### src/reset_cause_pkg.sv
package reset_cause_pkg;
	localparam logic [15:0] ADDR_BROWNOUT_CONTROL = 16'h0191;
	localparam logic [15:0] ADDR_RESET_CAUSE_FLAGS = 16'h0192;
	localparam logic [15:0] ADDR_RESET_CAUSE_FLAGS_TWO = 16'h0193;
	localparam logic [15:0] ADDR_STATUS_FLAGS = 16'h0194;
	localparam logic [15:0] ADDR_CORE_CONTROL = 16'h0195;
	localparam logic [31:0] BYTE_SCALE = 32'h0000_0004;
	// bit positions in the cause, second, brown-out control and status registers
	localparam int BIT_STACK_OVERFLOW_FLAG = 7;
	localparam int BIT_STACK_UNDERFLOW_FLAG = 6;
	localparam int BIT_WDT = 4;
	localparam int BIT_EXT = 3;
	localparam int BIT_INSTR = 2;
	localparam int BIT_POWERON = 1;
	localparam int BIT_BROWNOUT = 0;
	localparam int BIT_MEMORY_VIOLATION_FLAG = 1;
	localparam int BIT_SOFTWARE_BROWNOUT_ENABLE = 7;
	localparam int BIT_BROWNOUT_READY = 0;
	localparam int BIT_TIMEOUT = 1;
	localparam int BIT_SLEEP = 0;
	localparam logic [7:0] CAUSE_MASK = 8'hdf;
	localparam logic [7:0] CAUSE_POR_VALUE = 8'h3c;
	// brown-out clears both stack flags and re-arms pin and instruction flags
	localparam logic [7:0] CAUSE_BOR_VALUE = 8'h2c;
	// watchdog and power-on flags survive a brown-out untouched
	localparam logic [7:0] CAUSE_BOR_KEEP = 8'h12;
	localparam logic [12:0] RESET_VECTOR = 13'h0000;
	localparam logic [12:0] IRQ_VECTOR = 13'h0004;
	localparam logic [1:0] BOR_MODE_SOFTWARE = 2'b01;
	localparam logic [1:0] BOR_MODE_OFF = 2'b00;
	localparam logic [1:0] AXI_OKAY = 2'b00;
	localparam logic [1:0] AXI_SLVERR = 2'b10;

	// event strobes from reset sources and the core, one-cycle pulses
	typedef struct packed {
		logic power_on;
		logic brown_out;
		logic ext_pin;
		logic watchdog;
		logic reset_instr;
		logic stack_over;
		logic stack_under;
		logic mem_violation;
		logic irq_wake;
	} reset_event_t;

	// program counter action handed to the core
	typedef struct packed {
		logic load;
		logic push_return;
		logic [12:0] target;
	} pc_action_t;
endpackage

### src/reset_cause_flag_bank.sv
`timescale 1ns/10ps
module reset_cause_flag_bank
	import reset_cause_pkg::*;
(
	input wire logic i_clk_sys,
	input wire logic i_reset,
	input wire reset_event_t i_event,
	input wire logic i_in_sleep,
	input wire logic i_global_irq_enable,
	input wire logic [12:0] i_pc,
	input wire logic [1:0] i_brownout_mode_config,
	input wire logic i_bor_circuit_ready,
	input wire logic [31:0] s_axi_awaddr,
	input wire logic s_axi_awvalid,
	output logic s_axi_awready,
	input wire logic [31:0] s_axi_wdata,
	input wire logic [3:0] s_axi_wstrb,
	input wire logic s_axi_wvalid,
	output logic s_axi_wready,
	output logic [1:0] s_axi_bresp,
	output logic s_axi_bvalid,
	input wire logic s_axi_bready,
	input wire logic [31:0] s_axi_araddr,
	input wire logic s_axi_arvalid,
	output logic s_axi_arready,
	output logic [31:0] s_axi_rdata,
	output logic [1:0] s_axi_rresp,
	output logic s_axi_rvalid,
	input wire logic s_axi_rready,
	output pc_action_t o_pc_action,
	output logic o_brownout_detect_on,
	output logic o_stack_reset_enable
);
	logic [7:0] cause_r;
	logic memory_violation_flag_r;
	logic software_brownout_enable_r;
	logic timeout_r;
	logic sleep_r;
	logic stack_en_r;
	logic [31:0] aw_addr_r;
	logic aw_have_r;
	logic [31:0] w_data_r;
	logic [3:0] w_strb_r;
	logic w_have_r;
	logic wr_fire;
	logic flag_reset;
	logic [7:0] brownout_control_view;
	logic bor_ready_meta_r;
	logic bor_ready_sync_r;

	// decode a byte address into a register index hit
	function automatic logic hit(input logic [31:0] a, input logic [15:0] idx);
		hit = (a == 32'(idx) * BYTE_SCALE);
	endfunction

	// flag storage survives every reset except power-on and brown-out; the stack reset enable clears on i_reset
	assign flag_reset = i_event.power_on | i_event.brown_out;
	assign wr_fire = aw_have_r & w_have_r & ~s_axi_bvalid;

	// bor ready only meaningful when the circuit is enabled
	assign o_brownout_detect_on = (i_brownout_mode_config == BOR_MODE_SOFTWARE)
		? software_brownout_enable_r : (i_brownout_mode_config != BOR_MODE_OFF);
	assign brownout_control_view = {software_brownout_enable_r, 6'h00,
		o_brownout_detect_on & bor_ready_sync_r};

	// the analog ready level is not timed to the system clock, so it is
	// brought over through two flops; software sees it two cycles late
	always_ff @(posedge i_clk_sys) begin
		bor_ready_meta_r <= i_bor_circuit_ready;
		bor_ready_sync_r <= bor_ready_meta_r;
	end
	assign o_stack_reset_enable = stack_en_r;

	// write address and data may arrive in either order
	always_ff @(posedge i_clk_sys) begin
		if (i_reset) begin
			aw_have_r <= 1'b0;
			aw_addr_r <= 32'h0000_0000;
		end else if (s_axi_awvalid & s_axi_awready) begin
			aw_have_r <= 1'b1;
			aw_addr_r <= s_axi_awaddr;
		end else if (wr_fire) begin
			aw_have_r <= 1'b0;
		end
	end

	always_ff @(posedge i_clk_sys) begin
		if (i_reset) begin
			w_have_r <= 1'b0;
			w_data_r <= 32'h0000_0000;
			w_strb_r <= 4'h0;
		end else if (s_axi_wvalid & s_axi_wready) begin
			w_have_r <= 1'b1;
			w_data_r <= s_axi_wdata;
			w_strb_r <= s_axi_wstrb;
		end else if (wr_fire) begin
			w_have_r <= 1'b0;
		end
	end

	assign s_axi_awready = ~aw_have_r;
	assign s_axi_wready = ~w_have_r;

	// write response, slverr for unmapped addresses
	always_ff @(posedge i_clk_sys) begin
		if (i_reset) begin
			s_axi_bvalid <= 1'b0;
			s_axi_bresp <= AXI_OKAY;
		end else if (wr_fire) begin
			s_axi_bvalid <= 1'b1;
			s_axi_bresp <= (hit(aw_addr_r, ADDR_BROWNOUT_CONTROL) |
				hit(aw_addr_r, ADDR_RESET_CAUSE_FLAGS) |
				hit(aw_addr_r, ADDR_RESET_CAUSE_FLAGS_TWO) |
				hit(aw_addr_r, ADDR_STATUS_FLAGS) |
				hit(aw_addr_r, ADDR_CORE_CONTROL)) ? AXI_OKAY : AXI_SLVERR;
		end else if (s_axi_bready) begin
			s_axi_bvalid <= 1'b0;
		end
	end

	// software write into the cause flags; events below override it
	logic sw_cause;
	logic sw_two;
	logic sw_bc;
	logic sw_stat;
	logic sw_ctl;
	assign sw_cause = wr_fire & w_strb_r[0] & hit(aw_addr_r,
		ADDR_RESET_CAUSE_FLAGS);
	assign sw_two = wr_fire & w_strb_r[0] & hit(aw_addr_r,
		ADDR_RESET_CAUSE_FLAGS_TWO);
	assign sw_bc = wr_fire & w_strb_r[0] & hit(aw_addr_r,
		ADDR_BROWNOUT_CONTROL);
	assign sw_stat = wr_fire & w_strb_r[0] & hit(aw_addr_r, ADDR_STATUS_FLAGS);
	assign sw_ctl = wr_fire & w_strb_r[0] & hit(aw_addr_r, ADDR_CORE_CONTROL);

	// cause flags: the event of a cycle wins over a software write
	always_ff @(posedge i_clk_sys) begin
		if (i_event.power_on) begin
			cause_r <= CAUSE_POR_VALUE;
		end else if (i_event.brown_out) begin
			// watchdog and power-on flags are left as they were
			cause_r <= CAUSE_BOR_VALUE | (cause_r & CAUSE_BOR_KEEP);
			cause_r[BIT_BROWNOUT] <= 1'b0;
		end else begin
			if (sw_cause) begin
				cause_r <= w_data_r[7:0] & CAUSE_MASK;
			end
			// only the flag of the actual cause moves
			if (i_event.watchdog & ~i_in_sleep) begin
				cause_r[BIT_WDT] <= 1'b0;
			end
			if (i_event.ext_pin) begin
				cause_r[BIT_EXT] <= 1'b0;
			end
			if (i_event.reset_instr) begin
				cause_r[BIT_INSTR] <= 1'b0;
			end
			if (i_event.stack_over) begin
				cause_r[BIT_STACK_OVERFLOW_FLAG] <= 1'b1;
			end
			if (i_event.stack_under) begin
				cause_r[BIT_STACK_UNDERFLOW_FLAG] <= 1'b1;
			end
		end
	end

	// memory-violation flag in the second register
	always_ff @(posedge i_clk_sys) begin
		if (flag_reset) begin
			memory_violation_flag_r <= 1'b1;
		end else if (i_event.mem_violation) begin
			memory_violation_flag_r <= 1'b0;
		end else if (sw_two) begin
			memory_violation_flag_r <= w_data_r[BIT_MEMORY_VIOLATION_FLAG];
		end
	end

	// software brown-out enable, only power-on/brown-out restore it
	always_ff @(posedge i_clk_sys) begin
		if (flag_reset) begin
			software_brownout_enable_r <= 1'b1;
		end else if (sw_bc) begin
			software_brownout_enable_r <= w_data_r[BIT_SOFTWARE_BROWNOUT_ENABLE];
		end
	end

	// timeout and sleep-entered flags
	always_ff @(posedge i_clk_sys) begin
		if (flag_reset) begin
			timeout_r <= 1'b1;
			sleep_r <= 1'b1;
		end else if (i_event.watchdog) begin
			timeout_r <= 1'b0;
			if (i_in_sleep) begin
				sleep_r <= 1'b0;
			end
		end else if (i_event.ext_pin & i_in_sleep) begin
			timeout_r <= 1'b1;
			sleep_r <= 1'b0;
		end else if (i_event.irq_wake) begin
			timeout_r <= 1'b1;
			sleep_r <= 1'b0;
		end else if (sw_stat) begin
			timeout_r <= w_data_r[BIT_TIMEOUT];
			sleep_r <= w_data_r[BIT_SLEEP];
		end
	end

	// stack reset enable is a software control bit
	always_ff @(posedge i_clk_sys) begin
		if (i_reset) begin
			stack_en_r <= 1'b0;
		end else if (sw_ctl) begin
			stack_en_r <= w_data_r[0];
		end
	end

	// program counter action: sleep wake-ups resume at pc+1 or jump to the irq vector, others go to zero
	always_ff @(posedge i_clk_sys) begin
		if (i_reset) begin
			o_pc_action <= '0;
		end else if ((i_event.watchdog | i_event.irq_wake) & i_in_sleep) begin
			o_pc_action.load <= 1'b1;
			o_pc_action.push_return <= i_event.irq_wake &
				~i_event.watchdog & i_global_irq_enable;
			o_pc_action.target <= (i_event.irq_wake & ~i_event.watchdog &
				i_global_irq_enable) ? IRQ_VECTOR : 13'(i_pc + 13'h0001);
		end else if (flag_reset | i_event.watchdog | i_event.ext_pin |
			i_event.reset_instr | i_event.mem_violation |
			((i_event.stack_over | i_event.stack_under) & stack_en_r)) begin
			o_pc_action.load <= 1'b1;
			o_pc_action.push_return <= 1'b0;
			o_pc_action.target <= RESET_VECTOR;
		end else begin
			o_pc_action <= '0;
		end
	end

	// read channel: one outstanding read, answer one cycle after address
	assign s_axi_arready = ~s_axi_rvalid;
	always_ff @(posedge i_clk_sys) begin
		if (i_reset) begin
			s_axi_rvalid <= 1'b0;
			s_axi_rdata <= 32'h0000_0000;
			s_axi_rresp <= AXI_OKAY;
		end else if (s_axi_arvalid & s_axi_arready) begin
			s_axi_rvalid <= 1'b1;
			s_axi_rresp <= AXI_OKAY;
			if (hit(s_axi_araddr, ADDR_BROWNOUT_CONTROL)) begin
				s_axi_rdata <= {24'h00_0000, brownout_control_view};
			end else if (hit(s_axi_araddr, ADDR_RESET_CAUSE_FLAGS)) begin
				s_axi_rdata <= {24'h00_0000, cause_r & CAUSE_MASK};
			end else if (hit(s_axi_araddr, ADDR_RESET_CAUSE_FLAGS_TWO)) begin
				s_axi_rdata <= {30'h0000_0000, memory_violation_flag_r, 1'b0};
			end else if (hit(s_axi_araddr, ADDR_STATUS_FLAGS)) begin
				s_axi_rdata <= {30'h0000_0000, timeout_r, sleep_r};
			end else if (hit(s_axi_araddr, ADDR_CORE_CONTROL)) begin
				s_axi_rdata <= {31'h0000_0000, stack_en_r};
			end else begin
				s_axi_rdata <= 32'h0000_0000;
				s_axi_rresp <= AXI_SLVERR;
			end
		end else if (s_axi_rready) begin
			s_axi_rvalid <= 1'b0;
		end
	end
endmodule

### config.mk
export PLATFORM = sky130hd
export DESIGN_NAME = reset_cause_flag_bank
export DESIGN_NICKNAME = d
export VERILOG_FILES = /design/src/reset_cause_pkg.sv /design/src/reset_cause_flag_bank.sv
export SDC_FILE = /design/constraint.sdc
export NUM_CORES = 1
export LEC_CHECK = 0
export BUFFER_PORTS_ARGS = -buffer_cell sky130_fd_sc_hd__buf_2
export CORE_MARGIN = 3
export CORE_UTILIZATION = 45
export DETAILED_ROUTE_END_ITERATION = 6
export HOLD_SLACK_MARGIN = 0.06
export PLACE_DENSITY = 0.79
export SLEW_MARGIN = 25
export SYNTH_ARGS = -nofsm -noshare
export SYNTH_HDL_FRONTEND = slang
export SYNTH_SLANG_ARGS = --single-unit
### constraint.sdc
create_clock -name i_clk_sys -period 2.5 [get_ports i_clk_sys]
set_input_delay 0.25 -clock i_clk_sys [delete_from_list [all_inputs] [get_ports i_clk_sys]]
set_output_delay 0.25 -clock i_clk_sys [all_outputs]
set_load 0.1 [all_outputs]
-- Yosys cells after proc, flatten, opt, wreduce, memory -nomap -nowiden
Index checks and enable logic that the tools add are counted.
- add/sub/neg operators: 1
- multipliers: 0
- divide/modulo/power cells: 0
- order comparisons: 0
- equal/unequal tests: 12
- shift operators: 0
- multiplexer cells: 39
- bitwise operators: 37
- reduce and logical (&&, ||, !) cells: 16
- operators with widths (cell ; count):
    equality test 32 x 11 -> 1 bit, second input constant ; 10
    two-way mux 15 bit ; 2
    two-way mux 1 bit ; 25
    two-way mux 8 bit ; 3
    nonzero test 2 bit ; 11
    bitwise AND 1 bit ; 18
    two-way mux 2 bit ; 8
    adder 13 x 1 -> 13 bit, second input constant ; 1
    two-way mux 13 bit ; 1
    OR 1 bit ; 12
    NOT 1 bit ; 7
    AND reduction 2 bit ; 3
    nonzero test 4 bit ; 1
    equality test 2 x 1 -> 1 bit, second input constant ; 1
    inequality test 2 x 1 -> 1 bit, second input constant ; 1
    OR reduction 2 bit ; 1
- flip-flop bits (word level): 111
- latch bits: 0
- bits in writable memories: 0
- bits in read-only memories: 0
- input port bits: 134
- output and inout port bits: 58
- word-level logic and storage cells: 132
- memories: 0

-- Depth between registers and ports, before layout
Gate-level depths: netlist (run 1).
- depth in word-level cells: 8
- depth in mapped cells: 5
- depth with buffers taken out: 5

-- Worst setup path after synthesis (run 1)
No wires, ideal clock.
- path kind: reg2reg
- start point: register s_axi_rvalid
- end point: register s_axi_rdata[2]
- setup time: 0.067 ns
- arrival: 2.621 ns
- data required time: 2.433 ns
- slack: -0.188 ns
- cell stages (with the launch flop): 6
- buffers on the path: 0
- clock period less this slack: 2.688 ns
- cells stage by stage: dfxtp_1 inv_1 nand2_1 nor4_2 a32oi_1 nor2_1
- cells in the longest elaborated chain, start to end: 2
- RTL lines (element ; RTL line ; source):
    start, declared ; reset_cause_flag_bank.sv:28 ; output logic s_axi_rvalid,
    start signal, assigned ; reset_cause_flag_bank.sv:243 ; s_axi_rvalid <= 1'b0;
    start signal, assigned ; reset_cause_flag_bank.sv:247 ; s_axi_rvalid <= 1'b1;
    start signal, assigned ; reset_cause_flag_bank.sv:264 ; s_axi_rvalid <= 1'b0;
    NOT 1 bit ; reset_cause_flag_bank.sv:240 ; assign s_axi_arready = ~s_axi_rvalid;
    net s_axi_arready ; reset_cause_flag_bank.sv:25 ; output logic s_axi_arready,
    bitwise AND 1 bit ; reset_cause_flag_bank.sv:246 ; end else if (s_axi_arvalid & s_axi_arready) begin
    end signal, assigned ; reset_cause_flag_bank.sv:250 ; s_axi_rdata <= {24'h00_0000, brownout_control_view};
    end signal, assigned ; reset_cause_flag_bank.sv:252 ; s_axi_rdata <= {24'h00_0000, cause_r & CAUSE_MASK};
    end signal, assigned ; reset_cause_flag_bank.sv:254 ; s_axi_rdata <= {30'h0000_0000, memory_violation_flag_r, 1'b0};
    end, declared ; reset_cause_flag_bank.sv:26 ; output logic [31:0] s_axi_rdata,
The timed path passes the listed nets, and every way through them passes these cells.
A chain may end at the register's enable or synchronous reset.

-- Worst setup path in the final report (run 1)
- start point: register aw_addr_r[16]
- end point: register cause_r[2]
- cells in the longest elaborated chain, start to end: 3
- RTL lines (element ; RTL line ; source):
    start, declared ; reset_cause_flag_bank.sv:40 ; logic [31:0] aw_addr_r;
    start signal, assigned ; reset_cause_flag_bank.sv:81 ; aw_addr_r <= s_axi_awaddr;
    equality test 32 x 11 -> 1 bit ; reset_cause_flag_bank.sv:53 ; hit = (a == 32'(idx) * BYTE_SCALE);
    bitwise AND 1 bit ; reset_cause_flag_bank.sv:127 ; assign sw_cause = wr_fire & w_strb_r[0] & hit(aw_addr_r,
    nonzero test 2 bit (no source line) ; n/a ;
    end signal, assigned ; reset_cause_flag_bank.sv:142 ; cause_r <= CAUSE_BOR_VALUE | (cause_r & CAUSE_BOR_KEEP);
    end signal, assigned ; reset_cause_flag_bank.sv:146 ; cause_r <= w_data_r[7:0] & CAUSE_MASK;
    end, declared ; reset_cause_flag_bank.sv:34 ; logic [7:0] cause_r;
Every way passes these cells.

==> results.txt, run 1 <==
- Outcome: complete, no violations
* Power consumption: 2.88 mW
* TritonCTS clock tree: done
- Critical path class: flip-flop to flip-flop
- CTS built an H-tree with a depth of 3.
* R2r worst-path depth: 6
- The min-delay analysis places its worst path in the category primary input to flip-flop.
- Post-CTS timing repair inserted 0 buffers for setup.
* Number of synthesized flops with an enable pin: 0
- Data required time at the worst endpoint: 2.72 ns
* Minimum period implied by the final worst setup slack: 2.00 ns
- Post-route DRC violation count: 0
- In this run the power density over the cells is 647 nW/um2.
- Peak Freq: 499 MHz
- Number of resized instances in the post-cts repair step: 0
* Worst-Skew Late Latency: 0.34 ns
- The endpoint identified for the worst register-to-register timing path is cause_r[2]$_SDFFE_PP1P_.
- Die H: 95.1 um
- Biggest area consumer among synthesized cells: sky130_fd_sc_hd__dfxtp_1
- Counting along the longest clock path gives a buffer depth of 2.
- At the pin with the least slew margin, the transition time is 0.648 ns.
* Area Overhead vs Synth: 24.3%
- Hold-fix buffers at CTS: 1
- The net count of the finished layout is 686.
* Number of global-route vias before repair: 3046
- The routed layout has 3296 vias.
* Adder and majority gate portion of the synthesized area: 0.350%
- Worst Skew: 0.00898 ns
* Type of destination of the critical path: flip-flop
- The first routing iteration left 129 violations.
- The filler cells instantiated in the layout total 731.
* Worst reg2reg setup slack: 0.50 ns
- Of the total synthesized cell area, the portion taken by XOR and XNOR cells is 2.69%.
* Synth Area in Compound Gates: 12.5%
- In this run, CTS created clock tree buffers numbering 9.
- Synthesized instance count: 415
- Most used DFF post-synth: sky130_fd_sc_hd__dfxtp_1
- The mapped netlist covers 3580 um2.
- Entering global routing, the biggest net connects 55 pins.
- Number of placed I/O pins: 192
- Hold Startpoint: s_axi_rready
- Master cell of the clock root buffer: sky130_fd_sc_hd__clkbuf_8
* Number of iterations in the first detailed-routing pass: 4
- Across the VDD grid, the largest voltage drop is 0.000382 V.
* YS warnings: 0
- Flop and latch count out of synthesis: 82
- Num Clock Sinks: 82
- Top-area cell type share of the netlist area: 45.9%
- Top post-synthesis cells by area: sky130_fd_sc_hd__dfxtp_1 (46%), sky130_fd_sc_hd__nand2_1 (7.7%), sky130_fd_sc_hd__buf_4 (5.7%)
- Instance area after placement: 4260 um2
- In the synthesized netlist, mux cells make up 3.92% of the area.
* Core Area: 7490 um2
- In this run the static leakage power is 1.98 nW.
- Setup repair after global routing left no endpoint under its margin.
* Critical path fanouts, max: 6
* Wire length of the first global-routing pass: 13.6 mm
* Final antenna-violating net count: 0
- Half-perimeter wire length of the detailed placement result: 6.83 mm
- Dividing the detail-routed via count by the number of cells gives 5.03.
* Fraction of layout cells with a size suffix above 1: 30.0%
* Final TNS setup: 0 ns
- Die area: 9050 um2
- The finished cells cover 4450 um2.
- Across every metal layer, demand over resource in global routing totals 19.1%.
- R2r startpoint: aw_addr_r[16]$_SDFFE_PP0P_
* Final Hold Viols: 0
- The count of buffers added on input and output ports is 136.
- Dividing the detail-routed wire length by the instance count gives 13.4 um.
- Across the run, the number of max-cap violations was 0.
- After synthesis, the largest family of logic cells by area is simple AND/OR/NAND/NOR gates.
- For this configuration, the core starts out at a cell density of 47.8%.
- Worst slew margin relative to its limit: 56.4%
- Number of cells traversed by the worst hold path: 2
- The total count of max-transition violations in the final report was 0.
* Number of unique standard cell types used by synthesis: 51
- At the end of routability-driven placement, the weighted congestion stood at 0.835.
* Clock edge transition at the registers on the reported setup and hold paths: 0.08 ns
- Global-route congestion overflow total: 0
- Worst hold path endpoint: s_axi_rvalid$_SDFFE_PP0P_
- Setup violations remaining at the end of the flow were counted as 0.
- Total wire length: 8.75 mm
- The die is 95.1 um wide.
* Source of the critical timing path: aw_addr_r[16]$_SDFFE_PP0P_
* Mean cell area of the mapped netlist: 8.62 um2
* Arrival time of the worst setup path: 2.23 ns
- Startpoint types: flip-flop
- Of the available clock period, the critical path in the final layout requires 80.2%.
- Of the synthesized area, sequential elements account for 45.9%.
- Sequential cell area: 1640 um2
* Antenna fix cells: 0
- The initial antenna violation count came to 0.
* Area occupied by multi-input gates: 1740 um2
- After Yosys synthesis, and, or, nand and nor cells account for 26.3% of the synthesized area.
- Share of synthesized flip-flops with an asynchronous set or reset: 0%
- Row generation in the floorplan step produced 31 rows.
==> power breakdown <==
group          internal, mW  switching [mW]  total [mW]
sequential             1.37          0.0414        1.41
clock                 0.363           0.470       0.832
combinational         0.157           0.476       0.633
total                  1.89           0.987        2.88
==> logic make-up after synthesis <==
family	after synthesis
simple gates	181
flops	82
compound gates	74
buf+inv	51
mux	14
xor+xnor	11
fa+ha+maj	1
other cells	1
==> flip-flops by register name (all words and copies together) (netlist names), 7 cells and up <==
signal,count
aw_addr_r,32
s_axi_rdata,7
o_pc_action,15
w_data_r,7
cause_r,7
==> Yosys cell counts, types with 5 or more instances <==
library cell	number
sky130_fd_sc_hd__a21oi_1	40
sky130_fd_sc_hd__nor2_1	38
sky130_fd_sc_hd__buf_4	27
sky130_fd_sc_hd__nor2b_1	12
sky130_fd_sc_hd__a22oi_1	5
sky130_fd_sc_hd__nor4_1	10
sky130_fd_sc_hd__o21ai_0	5
sky130_fd_sc_hd__dfxtp_1	82
sky130_fd_sc_hd__nand3_1	10
sky130_fd_sc_hd__nand2_1	73
sky130_fd_sc_hd__nor3_1	7
sky130_fd_sc_hd__clkbuf_1	15
sky130_fd_sc_hd__xor2_1	9
sky130_fd_sc_hd__inv_1	7
sky130_fd_sc_hd__a211oi_1	5
sky130_fd_sc_hd__mux2i_1	14
==> cell type report <==
cell class | instances | share of cell area [%]
multi-input combinational | 308 | 39.2
inverter | 7 | 0.675
clock inverter | 6 | 0.985
tap | 99 | 2.79
clock buffer | 10 | 2.87
timing repair buffer | 143 | 16.5
sequential | 82 | 37.0
==> worst max path at each step <==
stage / end / cells after the start / slack (ns)
2_1_floorplan: cause_r[4]$_SDFFE_PP1P_ / 5 / 0.25
3_3_place_gp: cause_r[2]$_SDFFE_PP1P_ / 6 / 0.53
3_5_place_dp: cause_r[2]$_SDFFE_PP1P_ / 6 / 0.48
4_1_cts: cause_r[2]$_SDFFE_PP1P_ / 6 / 0.48
5_1_grt: cause_r[2]$_SDFFE_PP1P_ / 6 / 0.32
6_report: cause_r[2]$_SDFFE_PP1P_ / 6 / 0.50
==> worst max-delay path, cell delays in order, from the launching register on <==
cell	delay, ns
sky130_fd_sc_hd__dfxtp_1	0.33
sky130_fd_sc_hd__nor4b_2	0.32
sky130_fd_sc_hd__nand4_1	0.32
sky130_fd_sc_hd__nor4_4	0.42
sky130_fd_sc_hd__buf_4	0.23
sky130_fd_sc_hd__mux2i_1	0.20
sky130_fd_sc_hd__o21ai_1	0.07
==> cells in the final DEF (no fill, tap or decap), types with 2 or more instances in the layout <==
cell type                    count
sky130_fd_sc_hd__nand2_1        73
sky130_fd_sc_hd__xnor2_1         2
sky130_fd_sc_hd__nand3_1        10
sky130_fd_sc_hd__dfxtp_1        81
sky130_fd_sc_hd__conb_1         27
sky130_fd_sc_hd__clkinvlp_4      2
sky130_fd_sc_hd__nor4b_1         2
sky130_fd_sc_hd__o21a_1          2
sky130_fd_sc_hd__nand2b_1        3
sky130_fd_sc_hd__xor2_1          9
sky130_fd_sc_hd__a32oi_1         4
sky130_fd_sc_hd__a22oi_1         5
sky130_fd_sc_hd__a211oi_1        5
sky130_fd_sc_hd__clkinv_4        3
sky130_fd_sc_hd__nor3_1          7
sky130_fd_sc_hd__nor2_1         38
sky130_fd_sc_hd__o21ai_1         4
sky130_fd_sc_hd__inv_1           6
sky130_fd_sc_hd__buf_2         136
sky130_fd_sc_hd__nor4_4          2
sky130_fd_sc_hd__nand3b_1        3
sky130_fd_sc_hd__clkinv_2        2
sky130_fd_sc_hd__nand4b_1        2
sky130_fd_sc_hd__nor4_1         10
sky130_fd_sc_hd__a21oi_1        40
sky130_fd_sc_hd__and3_1          4
sky130_fd_sc_hd__nor2b_1        11
sky130_fd_sc_hd__mux2i_1        14
sky130_fd_sc_hd__buf_4           6
sky130_fd_sc_hd__clkbuf_8        9
sky130_fd_sc_hd__o21ai_0         5
sky130_fd_sc_hd__nand4_1         3
==> stage by stage <==
step,hold WS (ns),cells,setup slack (ns),utilization [%]
after floorplan,0.278,441,0.253,-
after global placement,0.311,638,0.532,57.0
after detailed placement,0.319,638,0.484,57.0
after CTS,0.0675,655,0.479,59.4
after global routing,0.0669,655,0.316,59.4
final,0.0843,655,0.496,59.4
==> routing by layer <==
metal	global-route usage [%]	share of wire [%]	vias to the layer above	wire [um]
li1	-	-	1655	-
met1	22.4	40	1482	3520
met2	33.7	49	146	4310
met3	4.58	9.3	13	811
met4	6.49	1.2	0	108
met5	0	0	-	0
No activity file was read; power rests on OpenSTA's default activity.
==> inputs of run 2 (changes only) <==
CORE_UTILIZATION = 40   (was 45)
PLACE_DENSITY = 0.75   (was 0.79)
clock period = 1.6 ns   (was 2.5 ns; I/O delays follow)
==> run 2 against run 1 <==
The flow now finishes with violations (setup timing). Global-route usage increased by 0.10 points. Clock skew shrank 0.00071 ns. Critical path depth stayed put. Sequential share of layout area down 4.8 points. Routed wire length rose by 13%. Highest routed layer unchanged. Worst hold slack lost 0.012 ns. Combinational power increased by 77%. Register-to-register slack worse by 0.66 ns. Fmax rose by 14%.
==> results.txt, run 2 (synthesis results as in run 1) <==
- The flow ran to the end, but the final reports show violations.
- Violated checks: setup timing
- Data required time at the worst endpoint: 1.82 ns
* Drt first-iter violations: 107
* Hold Startpoint: s_axi_awaddr[16]
- Largest registers: aw_addr_r: 32 flops, o_pc_action: 15 flops
* Internal power contribution: 3.08 mW
* R2r worst-path depth: 6
- The via count of the first global-routing pass came to 3518.
* Transition time of the tightest slew-check pin: 0.826 ns
* Total wire length: 9.90 mm
* Die area: 10100 um2
- Placed Cells incl. Taps: 656
- The count of buffers added on input and output ports is 136.
* Arrival time of the worst setup path: 1.99 ns
* Number of buffers created by CTS: 9
* Master cell of the clock root buffer: sky130_fd_sc_hd__clkbuf_8
- The worst register-to-register path has a setup slack of -0.16 ns.
- In this run, flip-flops and latches consume 47.8% of the power.
- Minimum period implied by the final worst setup slack: 1.76 ns
- Top reg by flops: aw_addr_r
* Min setup slack post-route: -0.163 ns
- Fraction of layout cells with a size suffix above 1: 33.1%
- The min-delay analysis places its worst path in the category primary input to flip-flop.
- For this design, the sink count on the clock tree is 82.
* Pins over their slew limit: 0
- Final antenna-violating net count: 0
* Worst setup endpoint: cause_r[2]$_SDFFE_PP1P_
* Worst Skew: 0.00828 ns
* Count of vias placed by the detailed router: 3572
* Number of violations of the max-capacitance limit: 0
- Dividing the detail-routed via count by the number of cells gives 4.97.
* Combinational Power Share: 24.4%
* Core Area: 8460 um2
* Half-perimeter wire length of the detailed placement result: 7.30 mm
* Instance area after placement: 4410 um2
* R2r startpoint: aw_addr_r[21]$_SDFFE_PP0P_
* Routed len/inst: 13.8 um
- Pwr per Cell Area: 900 nW/um2
- Setup violations remaining at the end of the flow were counted as 12.
- Setup repair after global routing missed its margin: yes
- The initial antenna violation count came to 0.
* Final Hold Viols: 0
- Largest net degree at the start of global routing: 55
- Type of destination of the critical path: flip-flop
- Final TNS setup: -1.29 ns
- Most common cell after layout, fill and taps aside: sky130_fd_sc_hd__buf_2
- The floorplan step set the die width to 101 um.
- The clock tree synthesis step divided the H-tree into 3 levels.
- Leaving out fill and tap cells, the most frequent cells in the layout are sky130_fd_sc_hd__buf_2 (137), sky130_fd_sc_hd__dfxtp_1 (79), sky130_fd_sc_hd__nand2_1 (71), sky130_fd_sc_hd__a21oi_1 (40), sky130_fd_sc_hd__dlygate4sd3_1 (39).
* Die H: 101 um
- TritonCTS clock tree: done
- Area Overhead vs Synth: 43.4%
* Row cnt: 33
* Post-route cell area: 5130 um2
- Source of the critical timing path: aw_addr_r[21]$_SDFFE_PP0P_
- Timing would allow up to 567 MHz.
* Overall global routing resource usage: 19.2%
- Peak VDD IR: 0.000420 V
* Critical path class: flip-flop to flip-flop
* Startpoint types: flip-flop
* Critical path fanouts, max: 5
* Last weighted congestion value of the routability-driven placer: 0.937
- Post-route DRC violation count: 0
- Relative contribution of the clock network to total power: 27.9%
- Clock edge transition at the registers on the reported setup and hold paths: 0.08 ns
- Global-route congestion overflow total: 0
- Worst slew margin relative to its limit: 44.5%
- Net switching is 33.3% of the power.
- The clock passes through at most 2 buffers.
- Antenna fix cells: 0
- In the finished design, the share of the clock period the worst path needs comes to 110%.
- Crit Reg-Reg Endpoint: cause_r[2]$_SDFFE_PP1P_
* Wire length of the first global-routing pass: 15.5 mm
* Number of placed I/O pins: 192
- The initial utilization of the core area, before any placement, comes to 42.2%.
- The clock reaches the later pin of the worst-skew pair after 0.34 ns.
- The pre-antenna-repair detailed-routing pass consisted of 4 iterations.
- Cells fill 60.6% of the core in the end.
- For this design the total switching power over the nets is 1.54 mW.
- The analysis attributes to cell leakage a power of 2.28 nW.
- Final nets: 743
- The register with the most flip-flops in the layout has 32 of them.
- Post-route insts no fill: 718
==> run 2: cell count changes in the layout (fill, tap and decap cells not counted), sizes merged <==
cell / previous run / this run
dlygate4sd3: 1 / 39
clkbuf: 10 / 13
inv: 6 / 5
clkinv: 5 / 3
buf: 142 / 161
==> run 2: worst max-delay path: stages (launching register included) <==
cell	delay (ns)
sky130_fd_sc_hd__dfxtp_1	0.34
sky130_fd_sc_hd__nor4_4	0.33
sky130_fd_sc_hd__nand4_4	0.19
sky130_fd_sc_hd__nor4_4	0.32
sky130_fd_sc_hd__buf_6	0.19
sky130_fd_sc_hd__mux2i_1	0.20
sky130_fd_sc_hd__o21ai_1	0.07
==> run 2: layout make-up <==
class	count	area, um2
clock buffers	13	149
inverters	7	33.8
fillers	742	3340
multi-input cells	308	1860
flip-flops and latches	82	1650
clock inverters	3	15.0
repair buffers	200	1280
well taps	105	131
==> run 2: worst min path at each step <==
stage,to,cells past startpoint
2_1_floorplan,bor_ready_meta_r$_DFF_P_,0
3_3_place_gp,bor_ready_meta_r$_DFF_P_,1
3_5_place_dp,bor_ready_meta_r$_DFF_P_,1
4_1_cts,cause_r[4]$_SDFFE_PP1P_,2
5_1_grt,cause_r[4]$_SDFFE_PP1P_,2
6_report,aw_addr_r[16]$_SDFFE_PP0P_,3
==> run 2: repair_timing <==
item | CTS | global route
cloned | 1 | 0
setup buffers | 0 | 7
pin swaps | 5 | 6
hold buffers | 39 | 0
gates resized for setup | 14 | 7
endpoints found under the setup margin | 13 | 13
endpoints found under the hold margin | 39 | 0
==> run 2: power by group through the flow <==
| stage | registers [mW] | logic [mW] | clock network [mW] |
|---|---|---|---|
| 2_1_floorplan | 2.38 | 0.658 | 0 |
| 3_3_place_gp | 2.24 | 1.01 | 0 |
| 3_5_place_dp | 2.25 | 1.03 | 0 |
| 4_1_cts | 2.20 | 1.12 | 1.33 |
| 5_1_grt | 2.22 | 1.20 | 1.41 |
| 6_report | 2.20 | 1.12 | 1.29 |
==> run 2: per-stage QoR <==
| step | setup WS (ns) | hold slack, ns | power, mW |
|---|---|---|---|
| 3_5_place_dp | -0.245 | 0.277 | 3.27 |
| 6_report | -0.163 | 0.0721 | 4.61 |
| 4_1_cts | -0.201 | 0.0611 | 4.65 |
| 2_1_floorplan | -0.187 | 0.188 | 3.04 |
| 5_1_grt | -0.278 | 0.0750 | 4.82 |
| 3_3_place_gp | -0.237 | 0.274 | 3.25 |
==> run 2: metal layers <==
metal	wire length [um]	global-route usage, %	up-vias
li1	-	-	1769
met1	3880	21.6	1638
met2	5040	34.0	140
met3	667	3.39	25
met4	301	10.5	0
met5	0	0	-
